===== config.mk =====
export PLATFORM = sky130hd
export DESIGN_NAME = power_switch_slave
export DESIGN_NICKNAME = d
export VERILOG_FILES = /design/src/design/line_sampler.v /design/src/design/power_switch_slave.v
export VERILOG_INCLUDE_DIRS = /design/src /design/src/design
export SDC_FILE = /design/constraint.sdc
export NUM_CORES = 1
export LEC_CHECK = 0
export ABC_AREA = 1
export BUFFER_PORTS_ARGS = -buffer_cell sky130_fd_sc_hd__buf_2
export CAP_MARGIN = 0
export CORE_MARGIN = 3
export CORE_UTILIZATION = 50
export DETAILED_ROUTE_END_ITERATION = 8
export PLACE_DENSITY_LB_ADDON = 0.3
export SLEW_MARGIN = 20
export SYNTH_ARGS = -nofsm -noshare
export SYNTH_HDL_FRONTEND = slang
export SYNTH_SLANG_ARGS = --single-unit

===== constraint.sdc =====
create_clock -name sys_clk_in -period 1.61 [get_ports sys_clk_in]
set_clock_uncertainty 0.1 [all_clocks]
set_input_delay 0.322 -clock sys_clk_in [delete_from_list [all_inputs] [get_ports sys_clk_in]]
set_output_delay 0.322 -clock sys_clk_in [all_outputs]
set_load 0.01 [all_outputs]

===== src/design/power_switch_regs.vh =====
// register layout, addresses and field positions of the power switch slave
`ifndef POWER_SWITCH_REGS_VH
`define POWER_SWITCH_REGS_VH
`define ALERT_RETURN_ADDR   7'h0C
`define CHAN_ADDR_BASE_LO   7'h50
`define CHAN_ADDR_BASE_HI   7'h52
`define CMD_OPERATE_BIT     7
`define CMD_SUPPLY_ON_BIT   6
`define CMD_RAIL_SEL_BIT    5
`define CMD_SUPPLY_FLT_BIT  4
`define CMD_PROG_ON_BIT     3
`define CMD_PROG_HI_BIT     2
`define CMD_PROG_FLT_BIT    1
`define CMD_MASK_BIT        0
`define CMD_RESET           8'h00
`define FAULT_CAT_BIT       7
`define FAULT_RESET         8'h00
`define RETURN_ADDR_RESET   8'h00
`define GLITCH_WIDTH        2
`endif


===== src/design/line_sampler.v =====
// two-flop synchroniser with edge detect for one serial bus line
`timescale 1ns/100ps
`default_nettype none
module line_sampler (
    input  wire sys_clk_in,
    input  wire rst_b_in,
    input  wire line_in,
    output reg  level_out,
    output reg  rise_out,
    output reg  fall_out
);
    reg meta_q;   // first stage, read only by sync_q
    reg sync_q;   // second stage
    // synchronise then compare with previous synced level
    always @(posedge sys_clk_in or negedge rst_b_in) begin
        if (!rst_b_in) begin
            meta_q    <= 1'b1;
            sync_q    <= 1'b1;
            level_out <= 1'b1;
            rise_out  <= 1'b0;
            fall_out  <= 1'b0;
        end else begin
            meta_q    <= line_in;
            sync_q    <= meta_q;
            level_out <= sync_q;
            rise_out  <= sync_q & ~level_out;
            fall_out  <= ~sync_q & level_out;
        end
    end
endmodule
`default_nettype wire


===== src/design/power_switch_slave.v =====
// serial command slave driving the dual card socket power switch states
`timescale 1ns/100ps
`default_nettype none
`include "power_switch_regs.vh"
module power_switch_slave (
    input  wire       sys_clk_in,
    input  wire       rst_b_in,
    input  wire       serial_clock_in,     // bus clock from host
    input  wire       serial_data_in,      // bus data line level
    output reg        serial_data_out,     // always low when enabled
    output reg        serial_data_oe_out,  // high while pulling data low
    output reg        alert_out,           // open drain output value, low
    output reg        alert_oe_out,        // high while alert pulled low
    input  wire       address_strap_in,    // low: grounded, high: tied up
    input  wire       suspend_select_input,
    input  wire [3:0] overcurrent_in,      // supply a, prog a, supply b, prog b
    input  wire       catastrophic_in,     // thermal or undervoltage lockout
    output reg  [1:0] card_supply_on_out,  // per channel {b,a}
    output reg  [1:0] card_rail_select_out,
    output reg  [1:0] card_supply_float_out,
    output reg  [1:0] card_prog_on_out,
    output reg  [1:0] card_prog_high_select_out,
    output reg  [1:0] card_prog_float_out
);
    // protocol states
    localparam [2:0] ST_IDLE  = 3'd0;   // wait for start
    localparam [2:0] ST_ADDR  = 3'd1;   // shift address and direction
    localparam [2:0] ST_ACK   = 3'd2;   // acknowledge slot
    localparam [2:0] ST_WDATA = 3'd3;   // receive command byte
    localparam [2:0] ST_RDATA = 3'd4;   // transmit read byte
    localparam [2:0] ST_MACK  = 3'd5;   // host acknowledge of read byte
    localparam [2:0] ST_DONE  = 3'd6;   // wait for stop
    localparam [2:0] ST_SKIP  = 3'd7;   // not addressed, ignore

    wire scl;        // synced clock level
    wire scl_rise;   // clock rising edge
    wire scl_fall;   // clock falling edge
    wire sda;        // synced data level
    wire sda_rise;   // data rising edge
    wire sda_fall;   // data falling edge

    // clock line sampler
    line_sampler u_clock_sampler (
        .sys_clk_in (sys_clk_in),
        .rst_b_in   (rst_b_in),
        .line_in    (serial_clock_in),
        .level_out  (scl),
        .rise_out   (scl_rise),
        .fall_out   (scl_fall)
    );
    // data line sampler
    line_sampler u_data_sampler (
        .sys_clk_in (sys_clk_in),
        .rst_b_in   (rst_b_in),
        .line_in    (serial_data_in),
        .level_out  (sda),
        .rise_out   (sda_rise),
        .fall_out   (sda_fall)
    );

    reg       strap_meta_q;   // strap synchroniser first stage
    reg       strap_q;        // synced strap
    reg       susp_meta_q;    // suspend select first stage
    reg       susp_q;         // synced suspend select
    reg [4:0] flt_meta_q;     // fault inputs first stage
    reg [4:0] flt_q;          // synced fault inputs

    // synchronise the static and fault inputs
    always @(posedge sys_clk_in or negedge rst_b_in) begin
        if (!rst_b_in) begin
            strap_meta_q <= 1'b0;
            strap_q      <= 1'b0;
            susp_meta_q  <= 1'b1;
            susp_q       <= 1'b1;
            flt_meta_q   <= 5'h00;
            flt_q        <= 5'h00;
        end else begin
            strap_meta_q <= address_strap_in;
            strap_q      <= strap_meta_q;
            susp_meta_q  <= suspend_select_input;
            susp_q       <= susp_meta_q;
            flt_meta_q   <= {catastrophic_in, overcurrent_in};
            flt_q        <= flt_meta_q;
        end
    end

    // start and stop detect while clock high
    wire start_det = sda_fall & scl;
    wire stop_det  = sda_rise & scl;

    // addresses selected by strap
    wire [6:0] chan_a_addr = address_strap_in_sel(strap_q);
    wire [6:0] chan_b_addr = chan_a_addr | 7'h01;

    function [6:0] address_strap_in_sel;
        input s;
        begin
            address_strap_in_sel = s ? `CHAN_ADDR_BASE_HI
                                     : `CHAN_ADDR_BASE_LO;
        end
    endfunction

    reg [2:0] state_q;       // protocol state
    reg [3:0] bit_cnt_q;     // bits shifted in current byte
    reg [7:0] shift_q;       // incoming shift register
    reg [7:0] tx_q;          // outgoing byte
    reg       is_write_q;    // direction of current frame
    reg       chan_b_q;      // frame targets channel B
    reg       alert_rd_q;    // frame is return address read
    reg       cmd_ok_q;      // full command byte received
    reg [7:0] cmd_q;         // received command waiting for stop
    reg       ack_after_q;   // next state after ack: 1 done, 0 data phase
    reg [7:0] op_a_q;        // operate latch channel A
    reg [7:0] op_b_q;        // operate latch channel B
    reg [7:0] sus_a_q;       // suspend latch channel A
    reg [7:0] sus_b_q;       // suspend latch channel B
    reg [4:0] fault_q;       // latched faults {cat, f1..f4}
    reg       alert_q;       // latched alert
    reg       fault_rd_pulse;  // fault byte shifted out
    reg       alert_rd_pulse;  // return address served

    // active command per channel, chosen by suspend select
    wire [7:0] act_a = susp_q ? op_a_q : sus_a_q;
    wire [7:0] act_b = susp_q ? op_b_q : sus_b_q;
    wire       mask  = act_a[`CMD_MASK_BIT];

    // decode of a received address byte
    wire [6:0] rx_addr  = shift_q[6:0];
    wire       serial_data_in_bit = sda;
    wire       rx_rd    = serial_data_in_bit;
    wire       hit_a    = rx_addr == chan_a_addr;
    wire       hit_b    = rx_addr == chan_b_addr;
    wire       hit_alrt = (rx_addr == `ALERT_RETURN_ADDR) & rx_rd;
    wire       hit_rd_b = hit_b & rx_rd;   // channel B read not served

    // return address: upper seven bits hold the channel A address
    wire [6:0] chan_a_ret = chan_a_addr;

    // fault status byte, catastrophic flag at bit 7
    wire [7:0] fault_byte = {fault_q[4], fault_q[3:0], 3'b000};

    // serial protocol engine
    always @(posedge sys_clk_in or negedge rst_b_in) begin
        if (!rst_b_in) begin
            state_q        <= ST_IDLE;
            bit_cnt_q      <= 4'h0;
            shift_q        <= 8'h00;
            tx_q           <= 8'h00;
            is_write_q     <= 1'b0;
            chan_b_q       <= 1'b0;
            alert_rd_q     <= 1'b0;
            cmd_ok_q       <= 1'b0;
            cmd_q          <= `CMD_RESET;
            ack_after_q    <= 1'b0;
            op_a_q         <= `CMD_RESET;
            op_b_q         <= `CMD_RESET;
            sus_a_q        <= `CMD_RESET;
            sus_b_q        <= `CMD_RESET;
            serial_data_oe_out <= 1'b0;
            fault_rd_pulse <= 1'b0;
            alert_rd_pulse <= 1'b0;
        end else begin
            fault_rd_pulse <= 1'b0;
            alert_rd_pulse <= 1'b0;
            if (start_det) begin
                // new start aborts frame, partial data dropped
                state_q            <= ST_ADDR;
                bit_cnt_q          <= 4'h0;
                cmd_ok_q           <= 1'b0;
                serial_data_oe_out <= 1'b0;
            end else if (stop_det) begin
                // stop commits a complete command only
                if (cmd_ok_q) begin
                    case ({chan_b_q, cmd_q[`CMD_OPERATE_BIT]})
                        2'b01:   op_a_q  <= cmd_q;
                        2'b00:   sus_a_q <= cmd_q;
                        2'b11:   op_b_q  <= cmd_q;
                        default: sus_b_q <= cmd_q;
                    endcase
                end
                cmd_ok_q           <= 1'b0;
                state_q            <= ST_IDLE;
                serial_data_oe_out <= 1'b0;
            end else begin
                case (state_q)
                    ST_ADDR: begin
                        // sample on rising clock edge
                        if (scl_rise) begin
                            if (bit_cnt_q == 4'd7) begin
                                is_write_q <= ~sda;
                                chan_b_q   <= hit_b;
                                alert_rd_q <= hit_alrt;
                                if ((hit_a | hit_b | hit_alrt) & ~hit_rd_b)
                                    state_q <= ST_ACK;
                                else
                                    state_q <= ST_SKIP;
                                ack_after_q <= 1'b0;
                                tx_q <= hit_alrt ? {chan_a_ret, 1'b0}
                                                 : fault_byte;
                            end else begin
                                shift_q <= {shift_q[6:0], sda};
                            end
                            bit_cnt_q <= bit_cnt_q + 4'h1;
                        end
                    end
                    ST_ACK: begin
                        // drive ack low for one clock high
                        if (scl_fall) begin
                            if (!serial_data_oe_out) begin
                                serial_data_oe_out <= 1'b1;
                            end else begin
                                serial_data_oe_out <= 1'b0;
                                bit_cnt_q          <= 4'h0;
                                if (ack_after_q)
                                    state_q <= ST_DONE;
                                else if (is_write_q)
                                    state_q <= ST_WDATA;
                                else begin
                                    state_q <= ST_RDATA;
                                    serial_data_oe_out <= ~tx_q[7];
                                end
                            end
                        end
                    end
                    ST_WDATA: begin
                        // shift in the single command byte
                        if (scl_rise) begin
                            shift_q   <= {shift_q[6:0], sda};
                            bit_cnt_q <= bit_cnt_q + 4'h1;
                            if (bit_cnt_q == 4'd7) begin
                                cmd_q       <= {shift_q[6:0], sda};
                                cmd_ok_q    <= 1'b1;
                                ack_after_q <= 1'b1;
                                state_q     <= ST_ACK;
                            end
                        end
                    end
                    ST_RDATA: begin
                        // shift out on falling clock, msb first
                        if (scl_fall) begin
                            bit_cnt_q <= bit_cnt_q + 4'h1;
                            if (bit_cnt_q == 4'd7) begin
                                serial_data_oe_out <= 1'b0;
                                state_q <= ST_MACK;
                                fault_rd_pulse <= ~alert_rd_q;
                                alert_rd_pulse <= alert_rd_q;
                            end else begin
                                tx_q <= {tx_q[6:0], 1'b0};
                                serial_data_oe_out <= ~tx_q[6];
                            end
                        end
                    end
                    ST_MACK: begin
                        // single byte only; ignore host ack
                        if (scl_fall)
                            state_q <= ST_DONE;
                    end
                    ST_DONE: state_q <= ST_DONE;
                    ST_SKIP: state_q <= ST_SKIP;
                    default: state_q <= ST_IDLE;
                endcase
            end
        end
    end

    // fault latches and alert: set wins over read clear
    always @(posedge sys_clk_in or negedge rst_b_in) begin
        if (!rst_b_in) begin
            fault_q <= 5'h00;
            alert_q <= 1'b0;
        end else begin
            if (fault_rd_pulse)
                fault_q <= flt_q;
            else if (!alert_q)
                fault_q <= fault_q | flt_q;
            if (alert_rd_pulse)
                alert_q <= |flt_q;
            else if (|flt_q)
                alert_q <= 1'b1;
        end
    end

    // switch states from the applied command per channel
    always @(posedge sys_clk_in or negedge rst_b_in) begin
        if (!rst_b_in) begin
            card_supply_on_out        <= 2'b00;
            card_rail_select_out      <= 2'b00;
            card_supply_float_out     <= 2'b00;
            card_prog_on_out          <= 2'b00;
            card_prog_high_select_out <= 2'b00;
            card_prog_float_out       <= 2'b00;
            alert_out                 <= 1'b0;
            alert_oe_out              <= 1'b0;
            serial_data_out           <= 1'b0;
        end else begin
            // float overrides on/ground
            card_supply_float_out <= {act_b[`CMD_SUPPLY_FLT_BIT],
                                      act_a[`CMD_SUPPLY_FLT_BIT]};
            card_supply_on_out    <= {act_b[`CMD_SUPPLY_ON_BIT]
                                      & ~act_b[`CMD_SUPPLY_FLT_BIT],
                                      act_a[`CMD_SUPPLY_ON_BIT]
                                      & ~act_a[`CMD_SUPPLY_FLT_BIT]};
            // rail only meaningful while on
            card_rail_select_out  <= {act_b[`CMD_RAIL_SEL_BIT],
                                      act_a[`CMD_RAIL_SEL_BIT]};
            // programming output
            card_prog_float_out   <= {act_b[`CMD_PROG_FLT_BIT],
                                      act_a[`CMD_PROG_FLT_BIT]};
            card_prog_on_out      <= {act_b[`CMD_PROG_ON_BIT]
                                      & ~act_b[`CMD_PROG_FLT_BIT],
                                      act_a[`CMD_PROG_ON_BIT]
                                      & ~act_a[`CMD_PROG_FLT_BIT]};
            // source select while on
            card_prog_high_select_out <= {act_b[`CMD_PROG_HI_BIT],
                                          act_a[`CMD_PROG_HI_BIT]};
            // alert gated by channel A mask
            alert_oe_out          <= alert_q & ~mask;
            alert_out             <= 1'b0;
            serial_data_out       <= 1'b0;
        end
    end
endmodule
`default_nettype wire


==> results of run 1 <==
[synth_stat cells, types with 2 or more instances]
cell type  count  area share
nand4_1        5      0.0072
buf_6          3      0.0077
nor2_2         5      0.0072
inv_2          2      0.0017
nand3_1       16       0.018
nand2_1      128        0.11
buf_4          2      0.0034
clkbuf_1       7      0.0060
nor3_1         7      0.0080
clkinv_1       2      0.0017
a21oi_2        4      0.0080
o21ai_0       45       0.052
inv_1         51       0.044
nor2_4         2      0.0052
nor2_1        26       0.022
o211ai_1       2      0.0034
dfstp_2        8       0.048
dfrtp_1       97        0.56
a21oi_1        7      0.0080
o22ai_1        3      0.0043
o21ai_2       11       0.022
nand2_2       11       0.016
nand3_2        2      0.0046
[how the worst max path moves through the flow]
stage,cells after the start,to,slack [ns],startpoint
after CTS,10,tx_q[5]$_DFFE_PN0P_,-0.06,bit_cnt_q[1]$_DFFE_PN0P_
after global placement,10,tx_q[2]$_DFFE_PN0P_,-0.008,bit_cnt_q[0]$_DFFE_PN0P_
after floorplan,10,tx_q[5]$_DFFE_PN0P_,0.03,bit_cnt_q[0]$_DFFE_PN0P_
after global routing,9,cmd_q[0]$_DFFE_PN0P_,-0.14,bit_cnt_q[1]$_DFFE_PN0P_
after detailed placement,10,tx_q[5]$_DFFE_PN0P_,-0.12,bit_cnt_q[0]$_DFFE_PN0P_
final,8,state_q[2]$_DFFE_PN0P_,-0.06,state_q[0]$_DFFE_PN0P_
[logic make-up (layout without fill, tap and decap cells)]
| logic type | Yosys count | count (layout) | synth area share |
|---|---|---|---|
| AO/OA/AOI/OAI | 78 | 78 | 0.1110 |
| XOR/XNOR | 1 | 1 | 0.002008 |
| adder cells (fa/ha/maj) | 1 | 1 | 0.002867 |
| buffers and inverters | 68 | 154 | 0.06567 |
| flip-flops | 105 | 105 | 0.6045 |
| other | 1 | 2 | 0.0008595 |
| AND/OR/NAND/NOR | 208 | 208 | 0.2131 |
[worst max-delay path, stage by stage (launching register included)]
cell and delay (ns):
dfrtp_2 0.48, buf_4 0.17, nand3_1 0.17, nand2_1 0.11, nand2_2 0.09, nand3_4 0.08
o21ai_4 0.19, nand2_1 0.09, a21oi_2 0.12
[flip-flops by register name, summed over array words and instances (netlist names), 3 cells and up]
name	flops
shift_q	7
op_a_q	7
fault_q	5
flt_meta_q	5
tx_q	6
cmd_q	8
flt_q	5
sus_a_q	7
bit_cnt_q	4
sus_b_q	6
op_b_q	6
state_q	3
[layer usage]
layer	part of all wire	global-route usage	up-vias
li1	-	-	1625
met5	0	0	-
met2	0.49	0.3006	82
met3	0.050	0.04348	11
met1	0.44	0.2584	1593
met4	0.014	0.05357	0
[per-stage QoR]
stage          TNS [ns]  cell area [µm²]  setup slack [ns]  std cells
2_1_floorplan         0             4368           0.02955        463
3_3_place_gp   -0.01836             4847         -0.008122        613
3_5_place_dp     -1.128             4847           -0.1160        613
4_1_cts         -0.4064             5303          -0.06288        647
5_1_grt          -3.050             5489           -0.1380        654
6_report        -0.4492             5489          -0.05720        654
[area by class of cell]
type	count	area, µm²	share of cell area
Timing Repair Buffer	83	666.9	0.1215
Tap cell	105	131.4	0.02393
Clock inverter	6	87.58	0.01596
Sequential cell	105	2640	0.4810
Inverter	55	216.5	0.03943
Clock buffer	10	137.6	0.02507
Multi-Input combinational cell	290	1609	0.2931
[what timing repair did]
action	CTS	global route
hold buffers	10	0
hold endpoints to repair	25	0
gates resized for setup	21	38
setup endpoints to repair	30	56
pin swaps	11	16
buffers inserted	8	7
[where the power goes]
group	leakage, nW	switching (mW)	internal [mW]	total, mW
Combinational	1.25	1.18	0.855	2.04
Clock	0.117	0.887	0.924	1.81
Sequential	1.36	0.237	2.91	3.15
==> results.md, run 1 <==
- Initial antenna violation count: 0
- Synth Cell Area: 0.004363 mm²
- CTS tree: yes
- Hold wc startpoint: flt_meta_q[0]$_DFF_PN0_
- Initial core utilization: 0.5231
- Vias per inst: roughly 5.1
- Hold WS: ~0.26 ns
- Synthesized flop and latch total: ~110
- Synth-to-Final Area Change: 25.81%
- Die height: approximately 99 µm
- Worst R2R Start: state_q[0]$_DFFE_PN0P_
- Clock Tree Root: clkbuf_8
- Finish-stage setup viols: 19
- Post-route minimum period: 1.667 ns
- Syn avg cell area: 9.444 µm²
- CTS max path bufs: 2
- Final worst slack: -0.05720 ns
- R2R setup slack: -0.06 ns
- Leak: 2.727 nW
- Initial DRC count: 135
- Sink Count: between 100 and 150
- Worst setup path class: flip-flop to flip-flop
- Post-DP HPWL: between 6000 and 7000 µm
- Worst vdd ir: 0.0006569 V
- RePlAce Congestion: 0.8552
- Final slew viol count: 0
- Mapped Cells: 462
- Yosys Warn Count: 0
- Chip Width: 99.41 µm
- Worst-path fanout max: 4
- Via count: 3311
- Hold depth: 0
- Clock Latency Late Sink: 0.37 ns
- Worst EP required: 1.81 ns
- Worst Reg-to-Reg Cells: 8
- FFs w/ async S/R, synth: 1.000
- IO Port Bufs: 24
- R2r endpoint: state_q[2]$_DFFE_PN0P_
- Num ports: 27
- Hold Fails Final Rpt: 0
- RSZ-0062 raised after global routing: true
- Dominant synthesized flop cell: dfrtp_1
- Row Count: 33
- WP data arrival: approximately 1.9 ns
- H-Tree Depth: 3
- Hold Crit Class: flip-flop to flip-flop
- Fmax: 599.8 MHz
- Seq/Total Area, Yosys: 0.6045
- Ratio of cells with drive above 1 in the final layout: 0.3024
- Wire length of the first global-routing pass: between 10000 and 15000 µm
- Antenna diodes: 0
- Final Core Density: 0.6581
- Failing checks: setup timing
- Hold endpoint: flt_q[0]$_DFF_PN0_
- Max-Cap Viols: 0
- Count of cell types in the netlist: 39
- Post-route ant nets: 0
- Status: finished with violations
- Core ar.: 0.008341 mm²
- Largest net degree at the start of global routing: 33
- DRT Pass-1 Iters: 4
- Wirelength per Cell: 13.50 µm
- # fillers: ~640
- Post-synth EDFFs: 0
- Total Power: about 7 mW
- Grt total ovfl: 0
- Commonest cells after routing, fill and taps aside: 123 x nand2_1, 95 x dfrtp_1, 48 x inv_1, 39 x buf_4, 38 x o21ai_0
- Routed WL: 8826 µm
- Clock-pin slew on the worst setup and hold paths: approximately 0.10 ns
- Commonest non-fill, non-tap cell in the layout: nand2_1
- Power per cell area: 1274 mW/mm²
- Nets@finish: about 560
- Crit. End Element: flip-flop
- CTS buffer count: 9
- DRC viols: 0
- Vias in the first global route: 3213
- Fin crit share: 1.036
- Die area: 0.009882 mm²
- Crit start category: flip-flop
- Tot GR Track Use: 0.1877
Power figures use the tool's default switching activity.
==> run 2: changes to the inputs <==
--- a/config.mk
+++ b/config.mk
@@ -6,7 +6,6 @@
 export SDC_FILE = /design/constraint.sdc
 export NUM_CORES = 1
 export LEC_CHECK = 0
-export ABC_AREA = 1
 export BUFFER_PORTS_ARGS = -buffer_cell sky130_fd_sc_hd__buf_2
 export CAP_MARGIN = 0
 export CORE_MARGIN = 3
==> results.md, run 2 <==
- Status: finished with violations
- Failing checks: setup timing
- Worst-path fanout max: 5
- Nets@finish: about 420
- Yosys top cell area share: 0.5758
- WP data arrival: 2.17 ns
- Synth-to-Final Area Change: 31.76%
- IO Port Bufs: 24
- Fmax: between 400 and 500 MHz
- Multi-input gate area: 0.001755 mm²
- CTS buffer count: 9
- Hold Crit Class: flip-flop to flip-flop
- Initial DRC count: 149
- Finish-stage setup viols: 60
- Worst setup path class: flip-flop to flip-flop
- Die height: 97.82 µm
- Post-DP HPWL: 5125 µm
- Post-synth EDFFs: 0
- Count leader, synth: dfrtp_1
- Grt total ovfl: 0
- # fillers: 520
- Sw Ratio: 0.2972
- RSZ-0062 raised after global routing: true
- CTS tree: yes
- Via count: 2725
- R2r endpoint: tx_q[6]$_DFFE_PN0P_
- Post-place setup slack: -0.3841 ns
- DRC viols: 0
- Vias per inst: 5.281
- R2R setup slack: -0.39 ns
- Commonest cells after routing, fill and taps aside: 95 x dfrtp_1, 44 x buf_4, 30 x mux2_4, 24 x mux2_2, 23 x buf_2
- Vias in the first global route: 2868
- H-Tree Depth: 3
- Top reg by flops: cmd_q
- Chip Width: 97.82 µm
- Sw Pwr: 1.731 mW
- Critical-path top delay cell: dfstp_2
- Seq pwr share: 0.512
- FFs w/ async S/R, synth: 1.000
- Int Power: 4.094 mW
- Crit. End Element: flip-flop
- Initial antenna violation count: 0
- Logic pwr share: 0.195
- RePlAce Congestion: 0.7859
- Initial core utilization: 0.5291
- Count of cell types in the netlist: 55
- Synthesized flop and latch total: approximately 110
- DRT Pass-1 Iters: 4
- Leak: 2.651 nW
- Largest register FFs: 8
- Synth top cells by count: 97 x dfrtp_1, 53 x mux2_2, 20 x nand2_1
- Leading area contributor after synthesis: dfrtp_1
- Fin crit share: 1.245
- Sink Count: 105
- Reg area: 0.002640 mm²
- Crit start category: flip-flop
- Hold wc startpoint: flt_meta_q[1]$_DFF_PN0_
- Hold Fails Final Rpt: 0
- Hold depth: 0
- Mapped Cells: roughly 320
- Tot GR Track Use: 0.1796
- Post-route ant nets: 0
- Hold WS: between 0.2 and 0.3 ns
- Clock-pin slew on the worst setup and hold paths: 0.12 ns
- Main area contributors after synthesis: dfrtp_1 58%, mux2_2 14%, dfstp_2 5.0%
- Post-route minimum period: ~2.0 ns
- Num ports: 27
- Worst Reg-to-Reg Cells: 5
- Wirelength per Cell: 15.54 µm
- Worst EP required: ~1.8 ns
- Largest net degree at the start of global routing: just over 40
- Row Count: 32
- Clock Power Share: 0.294
- Hold endpoint: flt_q[1]$_DFF_PN0_
- Clock Latency Late Sink: roughly 0.37 ns
- Syn avg cell area: 13.38 µm²
- Worst vdd ir: about 0.00066 V
- Dominant synthesized flop cell: dfrtp_1
- Seq/Total Area, Yosys: 0.6257
- Synth Cell Area: 0.004215 mm²
- Crit-path cells: or4b_4 > nor4_4 > or2_4 > o22ai_2 > mux2_4
- Die area: 0.009569 mm²
- Yosys Warn Count: 0
- Wire length of the first global-routing pass: 13880 µm
- Commonest non-fill, non-tap cell in the layout: dfrtp_1
- Max incr delay on CP: 0.54 ns
- Final worst slack: -0.3938 ns
- CTS max path bufs: 2
- Power per cell area: 1049 mW/mm²
- Final slew viol count: 0
- Ratio of cells with drive above 1 in the final layout: 0.4758
- Antenna diodes: 0
- Routed WL: 8021 µm
- Worst R2R Start: u_data_sampler.level_out$_DFF_PN1_
- Core ar.: 0.007968 mm²
- Clock Tree Root: clkbuf_8
- Max-Cap Viols: 0
-- run 2: worst max-delay path: cells and delay by family (launching register included) --
family          cells  cell delay, ns
flops               1            0.54
mux                 1            0.26
compound gates      1            0.07
simple gates        3            0.92
-- run 2: timing repair --
action,in CTS,in global routing
endpoints found under the hold margin,27,0
setup buffers,6,4
hold buffers,10,0
pin swaps,7,5
resized for setup,24,20
setup endpoints to repair,61,61
gates cloned,1,0
-- run 2: cell families after synthesis --
family,Yosys count,share of synthesized area
AO/OA/AOI/OAI,46,0.07183
XOR/XNOR,3,0.006234
adder cells (fa/ha/maj),1,0.002968
buffers and inverters,23,0.02374
flip-flops,105,0.6257
multiplexers,62,0.1641
other,1,0.0008896
AND/OR/NAND/NOR,74,0.1045
-- run 2: cell type report --
class                   count  area share
multi-input cells         189      0.3161
inverters                  13    0.008786
flip-flops and latches    105      0.4753
clock buffers               9     0.02230
clock inverters             7     0.01690
well taps                 102     0.02298
repair buffers             91      0.1376
-- run 2: power groups by stage --
stage,Combinational [mW],Sequential (mW),Clock (mW)
2_1_floorplan,0.569,2.99,0
3_3_place_gp,0.972,3.01,0
3_5_place_dp,0.997,3.01,0
4_1_cts,1.07,2.97,1.77
5_1_grt,1.26,3.00,1.88
6_report,1.13,2.98,1.71
-- run 2: how the worst max path moves through the flow --
| stage | end | from | slack [ns] |
|---|---|---|---|
| floorplan | tx_q[6]$_DFFE_PN0P_ | u_data_sampler.level_out$_DFF_PN1_ | -0.29 |
| global placement | state_q[0]$_DFFE_PN0P_ | u_data_sampler.level_out$_DFF_PN1_ | -0.32 |
| detailed placement | state_q[0]$_DFFE_PN0P_ | u_data_sampler.level_out$_DFF_PN1_ | -0.38 |
| CTS | state_q[0]$_DFFE_PN0P_ | u_data_sampler.level_out$_DFF_PN1_ | -0.38 |
| global route | tx_q[6]$_DFFE_PN0P_ | u_data_sampler.level_out$_DFF_PN1_ | -0.47 |
| finish | tx_q[6]$_DFFE_PN0P_ | u_data_sampler.level_out$_DFF_PN1_ | -0.39 |
-- run 2: per-stage QoR --
stage | std cells | setup TNS [ns] | total power, mW | area (µm²) | util
after global placement | 479 | -8.495 | 3.980 | 4959 | 0.6223
after detailed placement | 479 | -9.154 | 4.011 | 4959 | 0.6223
final | 516 | -12.28 | 5.826 | 5554 | 0.6971
after CTS | 512 | -10.45 | 5.809 | 5443 | 0.6831
after floorplan | 316 | -4.773 | 3.558 | 4359 | -
after global routing | 516 | -15.73 | 6.149 | 5554 | 0.6971
-- run 2: per-layer routing --
| layer | share of wire | vias up | track usage |
|---|---|---|---|
| met2 | 0.49 | 42 | 0.2948 |
| met1 | 0.46 | 1367 | 0.2372 |
| li1 | - | 1305 | - |
| met3 | 0.035 | 11 | 0.04571 |
| met4 | 0.011 | 0 | 0.05325 |
| met5 | 0 | - | 0 |
==> run 3: changes to the inputs <==
--- a/config.mk
+++ b/config.mk
@@ -9,7 +9,7 @@
 export BUFFER_PORTS_ARGS = -buffer_cell sky130_fd_sc_hd__buf_2
 export CAP_MARGIN = 0
 export CORE_MARGIN = 3
-export CORE_UTILIZATION = 50
+export CORE_UTILIZATION = 54
 export DETAILED_ROUTE_END_ITERATION = 8
 export PLACE_DENSITY_LB_ADDON = 0.3
 export SLEW_MARGIN = 20
==> results.md, run 3 (synthesis gave the netlist of run 2 again) <==
- Status: finished with violations
- Failing checks: setup timing
- Num ports: 27
- Initial DRC count: around 140
- Initial antenna violation count: 0
- Vias in the first global route: 2942
- Hold WS: approximately 0.26 ns
- Core ar.: 0.007408 mm²
- Sink Count: 105
- Clock Tree Root: clkbuf_8
- Tot GR Track Use: 0.2151
- Fmax: 504.3 MHz
- Sw Pwr: 1.792 mW
- # fillers: slightly above 400
- CTS tree: yes
- CTS buffer count: 9
- Crit path to: tx_q[4]$_DFFE_PN0P_
- CTS max path bufs: 2
- Post-route minimum period: 1.983 ns
- Antenna diodes: 0
- Die area: 0.008902 mm²
- Clock-pin slew on the worst setup and hold paths: approximately 0.11 ns
- Commonest cells after routing, fill and taps aside: 94 x dfrtp_1, 48 x buf_4, 36 x mux2_4, 23 x buf_2, 20 x buf_6
- Ratio of cells with drive above 1 in the final layout: 0.5233
- Wirelength per Cell: 18.20 µm
- DRC viols: 0
- Final worst slack: -0.3729 ns
- Finish-stage setup viols: 59
- Final Core Density: 0.7847
- DRT Pass-1 Iters: 4
- Seq pwr share: 0.499
- Post-DP HPWL: ~5700 µm
- Clock Power Share: 0.252
- Commonest non-fill, non-tap cell in the layout: dfrtp_1
- Initial core utilization: 0.5690
- R2R setup slack: -0.37 ns
- Hold Crit Class: flip-flop to flip-flop
- Hold Fails Final Rpt: 0
- Worst vdd ir: 0.0007645 V
- Total Power: 5.981 mW
- Largest register FFs: 8
- Leak: 2.774 nW
- Crit. End Element: flip-flop
- Nets@finish: 437
- Logic pwr share: 0.249
- Clock Latency Late Sink: 0.37 ns
- R2r endpoint: tx_q[4]$_DFFE_PN0P_
- Worst-path fanout max: 5
- Vias per inst: 5.516
- Sw Ratio: 0.2996
- Critical path origin: bit_cnt_q[0]$_DFFE_PN0P_
- Row Count: 31
- Worst R2R Start: bit_cnt_q[0]$_DFFE_PN0P_
- Int Power: between 4 and 5 mW
- Crit start category: flip-flop
- Synth-to-Final Area Change: 37.90%
- Final slew viol count: 0
- Grt total ovfl: 0
- Post-route ant nets: 0
- Chip Width: 94.35 µm
- Power per cell area: 1029 mW/mm²
- Largest net degree at the start of global routing: 29
- RePlAce Congestion: 0.8614
- Routed WL: 9628 µm
- H-Tree Depth: 3
- Top reg by flops: cmd_q
- Die height: 94.35 µm
- Via count: 2918
- Max-Cap Viols: 0
- Fin crit share: 1.232
- Worst setup path class: flip-flop to flip-flop
- Wire length of the first global-routing pass: 14590 µm
- WP data arrival: 2.14 ns
- Worst EP required: 1.76 ns
- IO Port Bufs: 24
- RSZ-0062 raised after global routing: true
- Worst Reg-to-Reg Cells: 7
run 3: cell types whose count changed in the layout (fill, tap and decap cells not counted), sizes merged:
cell      previous run  this run
clkinvlp             0         1
buf                 81        97
inv                 19        15
clkinv               1         4
run 3: how the worst min path moves through the flow:
stage	depth (start not counted)	from	to
6_report	0	flt_meta_q[1]$_DFF_PN0_	flt_q[1]$_DFF_PN0_
5_1_grt	0	u_clock_sampler.meta_q$_DFF_PN1_	u_clock_sampler.sync_q$_DFF_PN1_
4_1_cts	0	flt_meta_q[1]$_DFF_PN0_	flt_q[1]$_DFF_PN0_
3_5_place_dp	1	rst_b_in	u_clock_sampler.fall_out$_DFF_PN0_
3_3_place_gp	1	rst_b_in	u_clock_sampler.fall_out$_DFF_PN0_
2_1_floorplan	0	rst_b_in	ack_after_q$_DFFE_PN0P_
run 3: area by class of cell:
class | count | area [µm²] | share of cell area
Tap cell | 99 | 123.9 | 0.02131
Sequential cell | 105 | 2641 | 0.4544
Clock buffer | 9 | 123.9 | 0.02131
Multi-Input combinational cell | 189 | 1899 | 0.3267
Timing Repair Buffer | 107 | 920.9 | 0.1584
Inverter | 13 | 48.80 | 0.008394
Clock inverter | 7 | 55.05 | 0.009471
run 3: power groups by stage:
| stage | registers (mW) | clock network (mW) | logic, mW |
|---|---|---|---|
| after global placement | 3.00 | 0 | 1.02 |
| after global routing | 3.00 | 1.66 | 1.59 |
| after CTS | 2.97 | 1.54 | 1.19 |
| after detailed placement | 3.00 | 0 | 1.05 |
| final | 2.99 | 1.51 | 1.49 |
| after floorplan | 2.99 | 0 | 0.569 |
run 3: what timing repair did:
action | in CTS | in global routing
hold buffers | 10 | 0
resized for setup | 36 | 51
setup buffers | 11 | 8
pin swaps | 17 | 13
hold endpoints to repair | 24 | 0
gates cloned | 1 | 0
endpoints found under the setup margin | 59 | 60
run 3: critical path, cell delays in order (launching register included):
cell      delay (ns)
dfrtp_1         0.41
ha_4            0.17
nand3b_1        0.23
nor3_2          0.32
a31oi_4         0.07
nor2_2          0.13
buf_6           0.15
mux2_4          0.29
run 3: per-stage QoR:
stage	cell area, µm²	setup WS [ns]	TNS [ns]	std cells
floorplan	4359	-0.2857	-4.773	316
global placement	5022	-0.2876	-9.427	485
detailed placement	5022	-0.3431	-12.26	485
CTS	5537	-0.3200	-10.41	521
global route	5813	-0.4526	-15.57	529
finish	5813	-0.3729	-13.36	529
run 3: layer usage:
metal  GRT usage  part of all wire  vias up
met5           0                 0        -
met4      0.1059             0.022        0
met3     0.02789             0.033       18
met2      0.3499              0.51       65
met1      0.2873              0.43     1511
li1            -                 -     1324
